File: src/core/ffx_defines.svh
// Constants for the flag and retransmit logic of the 72-bit FIFO.
// Included by the package and the flag block; definitions only.
`ifndef FFX_DEFINES_SVH
`define FFX_DEFINES_SVH
`define FFX_DW       72
`define FFX_DEPTH    32
`define FFX_AW       5
`define FFX_CW       6
`define FFX_TW       7
`define FFX_DEPTH_T  7'h20
`define FFX_FT_EXTRA 7'h01
`define FFX_RT_SETUP 2'h2
`define FFX_PIN_W    12
// Positions inside the synchronised control pin vector
`define FFX_P_WCLK   0
`define FFX_P_RCLK   1
`define FFX_P_WEN    2
`define FFX_P_REN    3
`define FFX_P_RCS    4
`define FFX_P_OE     5
`define FFX_P_RT     6
`define FFX_P_MARK   7
`define FFX_P_PRS    8
`define FFX_P_PFM    9
`define FFX_P_FALL_THROUGH_MODE   10
`define FFX_P_ARD    11
`endif

File: src/core/ffx_pkg.sv
// Types shared by the FIFO flag block and its storage.
// Assumes ffx_defines.svh sits on the include path.
`include "ffx_defines.svh"
package ffx_pkg;
	typedef enum logic {FFX_RT_IDLE, FFX_RT_SETUP} ffx_rt_state_t;
	typedef logic [`FFX_DW-1:0] ffx_word_t;
	typedef logic [`FFX_CW-1:0] ffx_count_t;
endpackage
File: src/core/ffx_fifo_if.sv
// Carrier between the flag logic and the word storage.
// Assumes both ends run on the same system clock.
`timescale 1ns/1ps
`default_nettype none
interface ffx_fifo_if;
	import ffx_pkg::*;
	logic       wr_valid;
	logic       wr_ready;
	ffx_word_t  wr_data;
	logic       rd_valid;
	logic       rd_ready;
	ffx_word_t  rd_data;
	logic       mark_set;
	logic       mark_clr;
	logic       rewind;
	logic       clr;
	ffx_count_t count;
	modport ctrl (output wr_valid, wr_data, rd_ready, mark_set, mark_clr, rewind, clr,
		input wr_ready, rd_valid, rd_data, count);
	modport store (input wr_valid, wr_data, rd_ready, mark_set, mark_clr, rewind, clr,
		output wr_ready, rd_valid, rd_data, count);
endinterface
`default_nettype wire

File: src/core/ffx_fifo.sv
// Word storage with mark and rewind, flip-flop array indexed by pointer.
// Assumes one clock and a synchronous active-high reset.
`timescale 1ns/1ps
`default_nettype none
module ffx_fifo import ffx_pkg::*; #(
	parameter int WIDTH = `FFX_DW,
	parameter int DEPTH = `FFX_DEPTH
) (
	input  wire logic i_clk_sys, // System clock
	input  wire logic i_reset,   // Synchronous reset
	ffx_fifo_if.store f          // Control side
);
	localparam int AW = $clog2(DEPTH);
	logic [WIDTH-1:0] mem_r [DEPTH];
	logic [AW:0]      wptr_r, rptr_r, mark_r;
	logic             marked_r;
	logic [AW:0]      base, used;

	// While marked, the region back to the mark is protected from overwrite
	assign base       = marked_r ? mark_r : rptr_r;
	assign used       = wptr_r - base;
	assign f.wr_ready = (used != (AW+1)'(DEPTH));
	assign f.rd_valid = (wptr_r != rptr_r);
	assign f.rd_data  = mem_r[rptr_r[AW-1:0]];
	assign f.count    = `FFX_CW'(wptr_r - rptr_r);

	// Write pointer and storage
	always_ff @(posedge i_clk_sys) begin
		if (i_reset || f.clr) begin
			wptr_r <= '0;
		end else if (f.wr_valid && f.wr_ready) begin
			mem_r[wptr_r[AW-1:0]] <= f.wr_data;
			wptr_r <= wptr_r + 1'b1;
		end
	end

	// Read pointer; rewind reloads it from the captured mark
	always_ff @(posedge i_clk_sys) begin
		if (i_reset || f.clr) begin
			rptr_r <= '0;
		end else if (f.rewind && marked_r) begin
			rptr_r <= mark_r;
		end else if (f.rd_ready && f.rd_valid) begin
			rptr_r <= rptr_r + 1'b1;
		end
	end

	// Mark capture of the read pointer
	always_ff @(posedge i_clk_sys) begin
		if (i_reset || f.clr || f.mark_clr) begin
			marked_r <= 1'b0;
			mark_r   <= '0;
		end else if (f.mark_set && !marked_r) begin
			marked_r <= 1'b1;
			mark_r   <= rptr_r;
		end
	end
endmodule
`default_nettype wire

File: src/core/ffx_flags.sv
// Read side, flags, echo and retransmit of a 72-bit dual-clock FIFO.
// Assumes write and read clocks arrive as pins, sampled by i_clk_sys.
// How it works
// - Empty flag returns high only when retransmit setup is finished.
// - With a mark set, the write pointer never passes the marked location.
// - Almost-empty may change one read edge early during retransmit.
// - Flag depth is nominal in standard mode, one more in fall-through.
// - Almost-full release may slip one write edge on close clock skew.
// - Almost-empty release may slip one read edge on close clock skew.
// - Synchronous almost-full updates on write clock edges only.
// - Timing select caught at master reset picks sync or async flags.
// - Async almost-full falls on write edges, rises on read edges.
// - Async almost-empty falls on read edges, rises on write edges.
// - In standard mode, read enable echo follows select and enable, forced high when empty.
// - Read enable echo changes only on read clock edges.
// - Output bus driven only while select and output enable are low.
// - In fall-through, a load drops output-valid and pulses the echo low.
// - Enabled read after the last word raises output-valid and echo.
// - Asynchronous read works only in standard mode.
`timescale 1ns/1ps
`default_nettype none
`include "ffx_defines.svh"
module ffx_flags import ffx_pkg::*; (
	input  wire logic              i_clk_sys,              // 40 MHz system clock
	input  wire logic              i_reset,                // Master reset, active high
	input  wire logic              i_wr_clk,               // Write clock pin
	input  wire logic              i_rd_clk,               // Read clock pin
	input  wire logic              i_write_enable_n,       // Write enable, low active
	input  wire logic [`FFX_DW-1:0] i_write_data,          // Write data pins
	input  wire logic              i_read_enable_n,        // Read enable, low active
	input  wire logic              i_read_select_n,        // Read chip select
	input  wire logic              i_output_enable_n,      // Output enable
	input  wire logic              i_retransmit_req_n,     // Retransmit request
	input  wire logic              i_mark_n,               // Mark, held low to keep
	input  wire logic              i_partial_reset_n,      // Partial reset
	input  wire logic              i_flag_timing_select,   // High: synchronous flags
	input  wire logic              i_fall_through_mode,    // High: fall-through timing
	input  wire logic              i_async_read,           // High: asynchronous read
	input  wire logic [`FFX_CW-1:0] i_ae_offset,           // Almost-empty offset
	input  wire logic [`FFX_CW-1:0] i_af_offset,           // Almost-full offset
	output logic [`FFX_DW-1:0]     o_output_data_bus,      // Output register
	output logic                   o_output_data_oe,       // Output bus drive enable
	output logic                   o_empty_flag_n,         // Standard empty flag
	output logic                   o_output_valid_n,       // Fall-through valid flag
	output logic                   o_full_flag_n,          // Standard full flag
	output logic                   o_input_ready_n,        // Fall-through ready flag
	output logic                   o_almost_empty_flag_n,  // Almost-empty flag
	output logic                   o_almost_full_flag_n,   // Almost-full flag
	output logic                   o_half_full_n,          // Half-full flag
	output logic                   o_read_enable_echo_n    // Echoed read enable
);
	ffx_fifo_if fi ();
	ffx_fifo #(.WIDTH(`FFX_DW), .DEPTH(`FFX_DEPTH)) u_store (
		.i_clk_sys (i_clk_sys),
		.i_reset   (i_reset),
		.f         (fi.store)
	);

	// Two-flop synchronisers; stage one feeds stage two only
	logic [`FFX_PIN_W-1:0] pin_m_r, pin_s_r, pin_q_r;
	ffx_word_t             dat_m_r, dat_s_r;
	always_ff @(posedge i_clk_sys) begin
		pin_m_r <= {i_async_read, i_fall_through_mode, i_flag_timing_select,
			i_partial_reset_n, i_mark_n, i_retransmit_req_n, i_output_enable_n,
			i_read_select_n, i_read_enable_n, i_write_enable_n, i_rd_clk, i_wr_clk};
		pin_s_r <= pin_m_r;
		pin_q_r <= pin_s_r;
		dat_m_r <= i_write_data;
		dat_s_r <= dat_m_r;
	end

	logic wr_edge, rd_edge, ren_n, rcs_n, prs;
	assign wr_edge = pin_s_r[`FFX_P_WCLK] && !pin_q_r[`FFX_P_WCLK];
	assign rd_edge = pin_s_r[`FFX_P_RCLK] && !pin_q_r[`FFX_P_RCLK];
	assign ren_n   = pin_s_r[`FFX_P_REN];
	assign rcs_n   = pin_s_r[`FFX_P_RCS];
	assign prs     = !pin_s_r[`FFX_P_PRS];

	// Modes caught while master reset holds, kept through partial reset
	logic sync_flags_r, fall_through_mode_r, async_rd_r;
	always_ff @(posedge i_clk_sys) begin
		if (i_reset) begin
			sync_flags_r <= pin_s_r[`FFX_P_PFM];
			fall_through_mode_r       <= pin_s_r[`FFX_P_FALL_THROUGH_MODE];
			async_rd_r   <= pin_s_r[`FFX_P_ARD];
		end
	end

	// Edge pulses delayed one cycle so flags see the updated count
	logic wr_edge_d_r, rd_edge_d_r;
	always_ff @(posedge i_clk_sys) begin
		if (i_reset) begin
			wr_edge_d_r <= 1'b0;
			rd_edge_d_r <= 1'b0;
		end else begin
			wr_edge_d_r <= wr_edge;
			rd_edge_d_r <= rd_edge;
		end
	end

	// Write side: full storage refuses, back-pressure shows on the flags
	assign fi.wr_valid = wr_edge && !pin_s_r[`FFX_P_WEN] && !prs;
	assign fi.wr_data  = dat_s_r;
	assign fi.clr      = prs;

	// Retransmit setup sequencer
	ffx_rt_state_t rt_state_r;
	logic [1:0]    rt_cnt_r;
	logic          marked_r, rt_go, rt_busy;
	assign rt_go   = rd_edge && !pin_s_r[`FFX_P_RT] && marked_r && rt_state_r == FFX_RT_IDLE;
	assign rt_busy = (rt_state_r == FFX_RT_SETUP);
	always_ff @(posedge i_clk_sys) begin
		if (i_reset || prs) begin
			rt_state_r <= FFX_RT_IDLE;
			rt_cnt_r   <= 2'h0;
		end else begin
			case (rt_state_r)
				FFX_RT_IDLE: begin
					if (rt_go) begin
						rt_state_r <= FFX_RT_SETUP;
						rt_cnt_r   <= `FFX_RT_SETUP;
					end
				end
				FFX_RT_SETUP: begin
					if (rd_edge) begin
						rt_cnt_r <= rt_cnt_r - 2'h1;
						if (rt_cnt_r == 2'h1) begin
							rt_state_r <= FFX_RT_IDLE;
						end
					end
				end
				default: rt_state_r <= FFX_RT_IDLE;
			endcase
		end
	end

	// Mark follows the held mark pin, sampled on read edges
	always_ff @(posedge i_clk_sys) begin
		if (i_reset || prs) begin
			marked_r <= 1'b0;
		end else if (rd_edge) begin
			marked_r <= !pin_s_r[`FFX_P_MARK];
		end
	end
	assign fi.mark_set = rd_edge && !pin_s_r[`FFX_P_MARK] && !rt_busy;
	assign fi.mark_clr = rd_edge && pin_s_r[`FFX_P_MARK];
	assign fi.rewind   = rt_go;

	// Read strobes; async read is an enable pulse end, standard mode only
	logic ovalid_r, async_on, ren_rise, rd_ok, pop, last_out;
	assign async_on = async_rd_r && !fall_through_mode_r;
	assign ren_rise = ren_n && !pin_q_r[`FFX_P_REN];
	assign rd_ok    = !ren_n && !rcs_n;
	always_comb begin
		if (rt_busy || rt_go || prs) begin
			pop = 1'b0;
		end else if (fall_through_mode_r) begin
			pop = rd_edge && fi.rd_valid && (!ovalid_r || rd_ok);
		end else if (async_on) begin
			pop = ren_rise && !rcs_n && fi.rd_valid;
		end else begin
			pop = rd_edge && rd_ok && fi.rd_valid;
		end
	end
	assign fi.rd_ready = pop;
	assign last_out    = fall_through_mode_r && rd_edge && rd_ok && ovalid_r && !fi.rd_valid && !rt_busy;

	// Output register and its valid state
	always_ff @(posedge i_clk_sys) begin
		if (i_reset) begin
			o_output_data_bus <= '0;
		end else if (pop) begin
			o_output_data_bus <= fi.rd_data;
		end
	end
	always_ff @(posedge i_clk_sys) begin
		if (i_reset || prs || rt_go) begin
			ovalid_r <= 1'b0;
		end else if (pop) begin
			ovalid_r <= 1'b1;
		end else if (last_out) begin
			ovalid_r <= 1'b0;
		end
	end

	// Registered valid pin so the output comes from a flop; standard mode holds it high
	always_ff @(posedge i_clk_sys) begin
		if (i_reset || prs || rt_go || !fall_through_mode_r) begin
			o_output_valid_n <= 1'b1;
		end else if (pop) begin
			o_output_valid_n <= 1'b0;
		end else if (last_out) begin
			o_output_valid_n <= 1'b1;
		end
	end

	// Bus drive needs both select and output enable low
	always_ff @(posedge i_clk_sys) begin
		if (i_reset) begin
			o_output_data_oe <= 1'b0;
		end else begin
			o_output_data_oe <= !rcs_n && !pin_s_r[`FFX_P_OE];
		end
	end

	// Echo: select and enable in standard mode, load marker in fall-through
	always_ff @(posedge i_clk_sys) begin
		if (i_reset || prs) begin
			o_read_enable_echo_n <= 1'b1;
		end else if (rd_edge) begin
			if (fall_through_mode_r) begin
				o_read_enable_echo_n <= !pop;
			end else begin
				o_read_enable_echo_n <= rcs_n || ren_n || !fi.rd_valid;
			end
		end
	end

	// Fill level seen by the flags; fall-through adds the output word
	logic [`FFX_TW-1:0] fill, max_d;
	logic               af_hit, ae_hit, hf_hit;
	assign fill   = `FFX_TW'(fi.count) + `FFX_TW'(fall_through_mode_r && ovalid_r);
	assign max_d  = fall_through_mode_r ? `FFX_DEPTH_T + `FFX_FT_EXTRA : `FFX_DEPTH_T;
	assign af_hit = fill >= max_d - `FFX_TW'(i_af_offset);
	assign ae_hit = fill <= `FFX_TW'(i_ae_offset);
	assign hf_hit = fill > (max_d >> 1);

	// Empty and full flags; retransmit setup holds empty low
	always_ff @(posedge i_clk_sys) begin
		if (i_reset || prs || rt_go) begin
			o_empty_flag_n <= 1'b0;
		end else if (rd_edge_d_r && !rt_busy && !fall_through_mode_r) begin
			o_empty_flag_n <= fi.rd_valid;
		end
	end
	always_ff @(posedge i_clk_sys) begin
		if (i_reset || prs) begin
			o_full_flag_n   <= 1'b1;
			o_input_ready_n <= 1'b0;
		end else if (wr_edge_d_r) begin
			o_full_flag_n   <= fall_through_mode_r || fi.wr_ready;
			o_input_ready_n <= fall_through_mode_r ? !fi.wr_ready : 1'b0;
		end
	end

	// Almost-full: sync on write edges only, async falls on write, rises on read
	always_ff @(posedge i_clk_sys) begin
		if (i_reset || prs) begin
			o_almost_full_flag_n <= 1'b1;
		end else if (sync_flags_r) begin
			if (wr_edge_d_r) begin
				o_almost_full_flag_n <= !af_hit;
			end
		end else if (wr_edge_d_r && af_hit) begin
			o_almost_full_flag_n <= 1'b0;
		end else if (rd_edge_d_r && !af_hit) begin
			o_almost_full_flag_n <= 1'b1;
		end
	end

	// Almost-empty: sync on read edges, async falls on read, rises on write
	always_ff @(posedge i_clk_sys) begin
		if (i_reset || prs) begin
			o_almost_empty_flag_n <= 1'b0;
		end else if (sync_flags_r) begin
			if (rd_edge_d_r || rt_go) begin
				o_almost_empty_flag_n <= !ae_hit;
			end
		end else if (rd_edge_d_r && ae_hit) begin
			o_almost_empty_flag_n <= 1'b0;
		end else if (wr_edge_d_r && !ae_hit) begin
			o_almost_empty_flag_n <= 1'b1;
		end
	end

	// Half-full follows either clock edge
	always_ff @(posedge i_clk_sys) begin
		if (i_reset || prs) begin
			o_half_full_n <= 1'b1;
		end else if (wr_edge_d_r || rd_edge_d_r) begin
			o_half_full_n <= !hf_hit;
		end
	end
endmodule
`default_nettype wire

File: config.mk
export PLATFORM = sky130hd
export DESIGN_NAME = ffx_flags
export DESIGN_NICKNAME = d
export VERILOG_FILES = /design/src/core/ffx_pkg.sv /design/src/core/ffx_fifo_if.sv /design/src/core/ffx_fifo.sv /design/src/core/ffx_flags.sv
export VERILOG_INCLUDE_DIRS = /design/src /design/src/core
export SDC_FILE = /design/constraint.sdc
export NUM_CORES = 2
export LEC_CHECK = 0
export CORE_MARGIN = 5
export CORE_UTILIZATION = 55
export CTS_BUF_LIST = sky130_fd_sc_hd__clkbuf_8
export DETAILED_ROUTE_END_ITERATION = 10
export DONT_BUFFER_PORTS = 1
export PLACE_DENSITY = 0.7
export SETUP_SLACK_MARGIN = 0.2
export SLEW_MARGIN = 20
export SYNTH_ARGS = -nofsm -noshare
export SYNTH_HDL_FRONTEND = slang
export SYNTH_HIERARCHICAL = 1
export SYNTH_SLANG_ARGS = --single-unit
File: constraint.sdc
create_clock -name i_clk_sys -period 7.21 [get_ports i_clk_sys]
set_clock_uncertainty 0.2 [all_clocks]
set_input_delay 0.3605 -clock i_clk_sys [delete_from_list [all_inputs] [get_ports i_clk_sys]]
set_output_delay 0.3605 -clock i_clk_sys [all_outputs]
set_load 0.05 [all_outputs]
==> metrics.md <==
| Metric | Value |
|---|---|
| Number of vias after detailed routing | 44400 |
| Number of buffers created by CTS | 416 |
| Pint | around 0.023 W |
| Die width | 428 µm |
| Cell Pwr Density | 262 nW/µm² |
| Average routed wire per standard cell | 29.6 µm |
| Grt total ovfl | 0 |
| Fillcell total | 11500 |
| YS warnings | 6 |
| Type of element capturing the critical path | flop |
| Initial cell density of the core | 55.3% |
| Count of flip-flops with a built-in enable after synthesis | approximately 2300 |
| Area growth syn-to-layout | 13.7% |
| Final min period | 5.21 ns |
| Register Area | 75000 µm² |
| Static leakage | 33.9 nW |
| Class of the tightest hold or removal check | flop to flop |
| Clock tree from TritonCTS | built |
| Count of routing violations after the opening detailed-route iteration | 4679 |
| Number of distinct standard cells referenced by the synthesized netlist | 61 |
| Number of gates resized after cts | 0 |
| Cell types occupying the most area after synthesis | edfxtp_1 (72%), mux4_2 (17%), dfxtp_1 (5.9%), mux2i_1 (1.0%), mux2_2 (0.87%) |
| Sequence of cells on the critical path | inv_1, ha_1, fa_1, inv_1, a21o_1, a21oi_1, xnor2_1, and3_1, nand3_1, xnor2_1, ha_1, a311oi_1, dlygate4sd3_1, o22ai_1, dlygate4sd3_1, dlygate4sd3_1 |
| Final weighted congestion in routability-driven placement | 0.821 |
| DR vias/cell | 6.13 |
| Utilization after layout | a little over three fifths |
| Total Negative Setup Slacks | 0 ns |
| Core area | 174000 µm² |
| Maximum number of pins on one net before global-route repair | 136 |
| Biggest fanout along the worst timing path | 5 |
| Layout cell share with drive strength beyond 1 | 31.2% |
| Total detailed-routing wirelength | roughly 210 mm |
| Cells after Synth | 4085 |
| Area of the multi-input gates | 20400 µm² |
| Longest individual stage delay on the worst path | ~0.57 ns |
| Hold_ws | 0.122 ns |
| Setup repair after global routing missed its margin | false |
| Number of cell rows | 153 |
| Period utilization | 72.2% |
| Buffers plus inverters on the worst setup path | 5 |
| Fraction of synthesized cell area taken by the top area cell type | 72.0% |
| Slew @ Worst Pin | about 1.2 ns |
| Post-Synthesis Cell Area | 96200 µm² |
| Post-synth ARST share | 0% |
| Final hold viol count | 0 |
| Predominant post-synthesis flop cell | edfxtp_1 |
| Switching share of total power | 20.4% |
| Leading area contributor after synthesis | edfxtp_1 |
| Number of remaining DRC errors | 0 |
| TritonCTS Sinks | 2590 |
| Register bit total from synthesis | 2590 |
| Post-cts hold buffer count | 180 |
| Worst endpoint data arrival time | roughly 5.9 ns |
| Post-synth net total | 4217 |
| Master cell of the clock root buffer | clkbuf_8 |
| Final layout net count | between 4000 and 5000 |
| Clk_lat worst skew | 1.07 ns |
| Gate family responsible for the most delay along the worst path | buffers and inverters |
| Power share of the clock group | 41.5% |
| Synth Area per Inst | 23.5 µm² |
| Number of H-tree levels | 5 |
| Required time at the worst-slack endpoint | 7.94 ns |
| Number of optimization iterations in the first detailed-route pass | 5 |
| Peak supply drop | 0.254 mV |
| Count of nets left with antenna violations after detail routing | 0 |
| Number of antenna violations at the first check in global routing | 6 |
| Final Slew Violations | 0 |
| Buffers from clock root to sink, at most | 4 |
| I/O pin total | approximately 180 |
| Number of buffers added on ports | 0 |
| Type of the worst setup path | flop to flop |
| DIE AREA | ~180000 µm² |
| Overall global routing resource usage | 23.5% |
| Die H | 428 µm |
| Max-capacitance violation count | 0 |
| Combinational group share of total power | 0.5% |
| Via count of the first global-routing pass | around 46000 |
| Crit path max-delay cell type | dlygate4sd3_1 |
| Relative slew slack | 23.0% |
| Net load switching power | 0.00583 W |
| Global-route wire length before repair | 316 mm |
| CTS clock-pin slew for the worst setup and hold paths | 0.06 ns |
| Sequential-to-total area share from yosys stat | between 70% and 80% |
| Outcome | completed |
| Fmax | 192 MHz |
| CP most frequent cell | dlygate4sd3_1 |
| Setup Fix Bufs, Post-CTS | 0 |
| Final setup viols | 0 |
| Sequential cell fraction of total power | between 50% and 60% |
| Total half-perimeter wirelength after legalization and detailed placement | 114 mm |
| Category of the worst setup path launch point | flop |
-- registers in the layout (all words and copies together) (netlist names), 2 cells and up, named ones only --
signal	flops
dat_m_r	72
pin_q_r	3
u_store/wptr_r	6
u_store/mem_r	2304
o_output_data_bus	72
dat_s_r	72
u_store/rptr_r	6
pin_s_r	12
rt_cnt_r	2
pin_m_r	12
u_store/mark_r	6
-- layer usage --
metal	GRT usage, %	vias up	share of wire (%)
li1	-	18300	-
met1	34.1	23900	41
met2	37.4	1898	49
met3	4.76	308	8.0
met4	5.90	0	1.9
met5	0	-	0
-- through the flow --
stage | area [µm²] | cells | power, W | worst slack (ns)
final | 109000 | 7235 | 0.0286 | 2.00
after global routing | 109000 | 7235 | 0.0297 | 1.70
after CTS | 109000 | 7234 | 0.0289 | 1.76
after detailed placement | 99600 | 6311 | 0.0170 | 1.84
after global placement | 99500 | 6309 | 0.0170 | 1.81
after floorplan | 96200 | 4085 | 0.0168 | 1.16
-- power groups by stage --
stage                     Clock, W  Sequential, W  Combinational [W]
after floorplan                  0         0.0168          0.0000419
after global placement           0         0.0169          0.0000643
after detailed placement         0         0.0169          0.0000661
after CTS                   0.0122         0.0166           0.000154
after global routing        0.0129         0.0166           0.000169
final                       0.0119         0.0166           0.000155
-- cell families (layout without fill, tap and decap cells) --
| logic type | after synthesis | after routing | share of synthesized area, % |
|---|---|---|---|
| simple gates | 250 | 250 | 1.18 |
| flops | 2590 | 2590 | 77.9 |
| mux | 882 | 882 | 18.5 |
| xor+xnor | 22 | 22 | 0.200 |
| fa+ha+maj | 34 | 34 | 0.450 |
| compound gates | 80 | 80 | 0.571 |
| other cells | 0 | 1 | 0 |
| buf+inv | 227 | 1051 | 1.16 |
-- Yosys cell counts, types with 7 or more instances --
library cell,number
edfxtp_1,2307
buf_2,58
dfxtp_1,283
nand3_1,7
nor2b_1,10
xnor2_1,17
buf_6,18
buf_4,15
or3_1,7
a211oi_1,11
a21oi_1,15
mux4_2,711
nor3_1,8
nand2b_1,8
mux2i_1,97
ha_1,33
nand2_1,40
buf_1,14
nor2_1,138
o21ai_0,18
mux2_2,74
inv_1,29
clkbuf_1,93
-- final cells by class --
cell class,count,area share [%]
sequential,2590,68.6
multi-input combinational,1268,18.7
clock buffer,465,5.85
timing repair buffer,279,2.73
tap,2325,2.66
clock inverter,278,1.37
inverter,29,0.0995
antenna,1,0.00229
-- path summary, 6_finish.rpt --
| path | start | to | slack [ns] | depth (start not counted) |
|---|---|---|---|---|
| worst max-delay path | u_store/wptr_r[0] | o_almost_empty_flag_n | 2.00 | 16 |
| worst min-delay path | dat_m_r[11] | dat_s_r[11] | 0.12 | 0 |
| worst max register to register | u_store/wptr_r[0] | o_almost_empty_flag_n | 2.00 | 16 |
| worst min register to register | dat_m_r[11] | dat_s_r[11] | 0.12 | 0 |
-- cell usage in the layout, fill, tap and decap left out, types with 4 or more instances in the layout --
master	n
or2_2	5
mux2_2	74
a211oi_1	11
clkinv_2	59
xor2_1	5
xnor2_1	16
ha_1	33
nor2b_1	10
a21o_1	4
nand3_1	7
or3_1	7
edfxtp_1	2307
mux4_2	711
clkbuf_8	465
nand4_1	5
dfxtp_2	43
nor2_1	105
bufinv_16	12
clkinv_1	59
nor2_4	32
buf_12	34
a21oi_1	15
o21ai_0	18
a31oi_1	4
inv_6	5
nand2_1	40
clkinvlp_4	5
nand2b_1	8
inv_1	165
nor3_1	8
buf_4	65
mux2i_1	97
dfxtp_1	235
dlygate4sd3_1	179
dfxtp_4	5
Power figures use the tool's default switching activity.
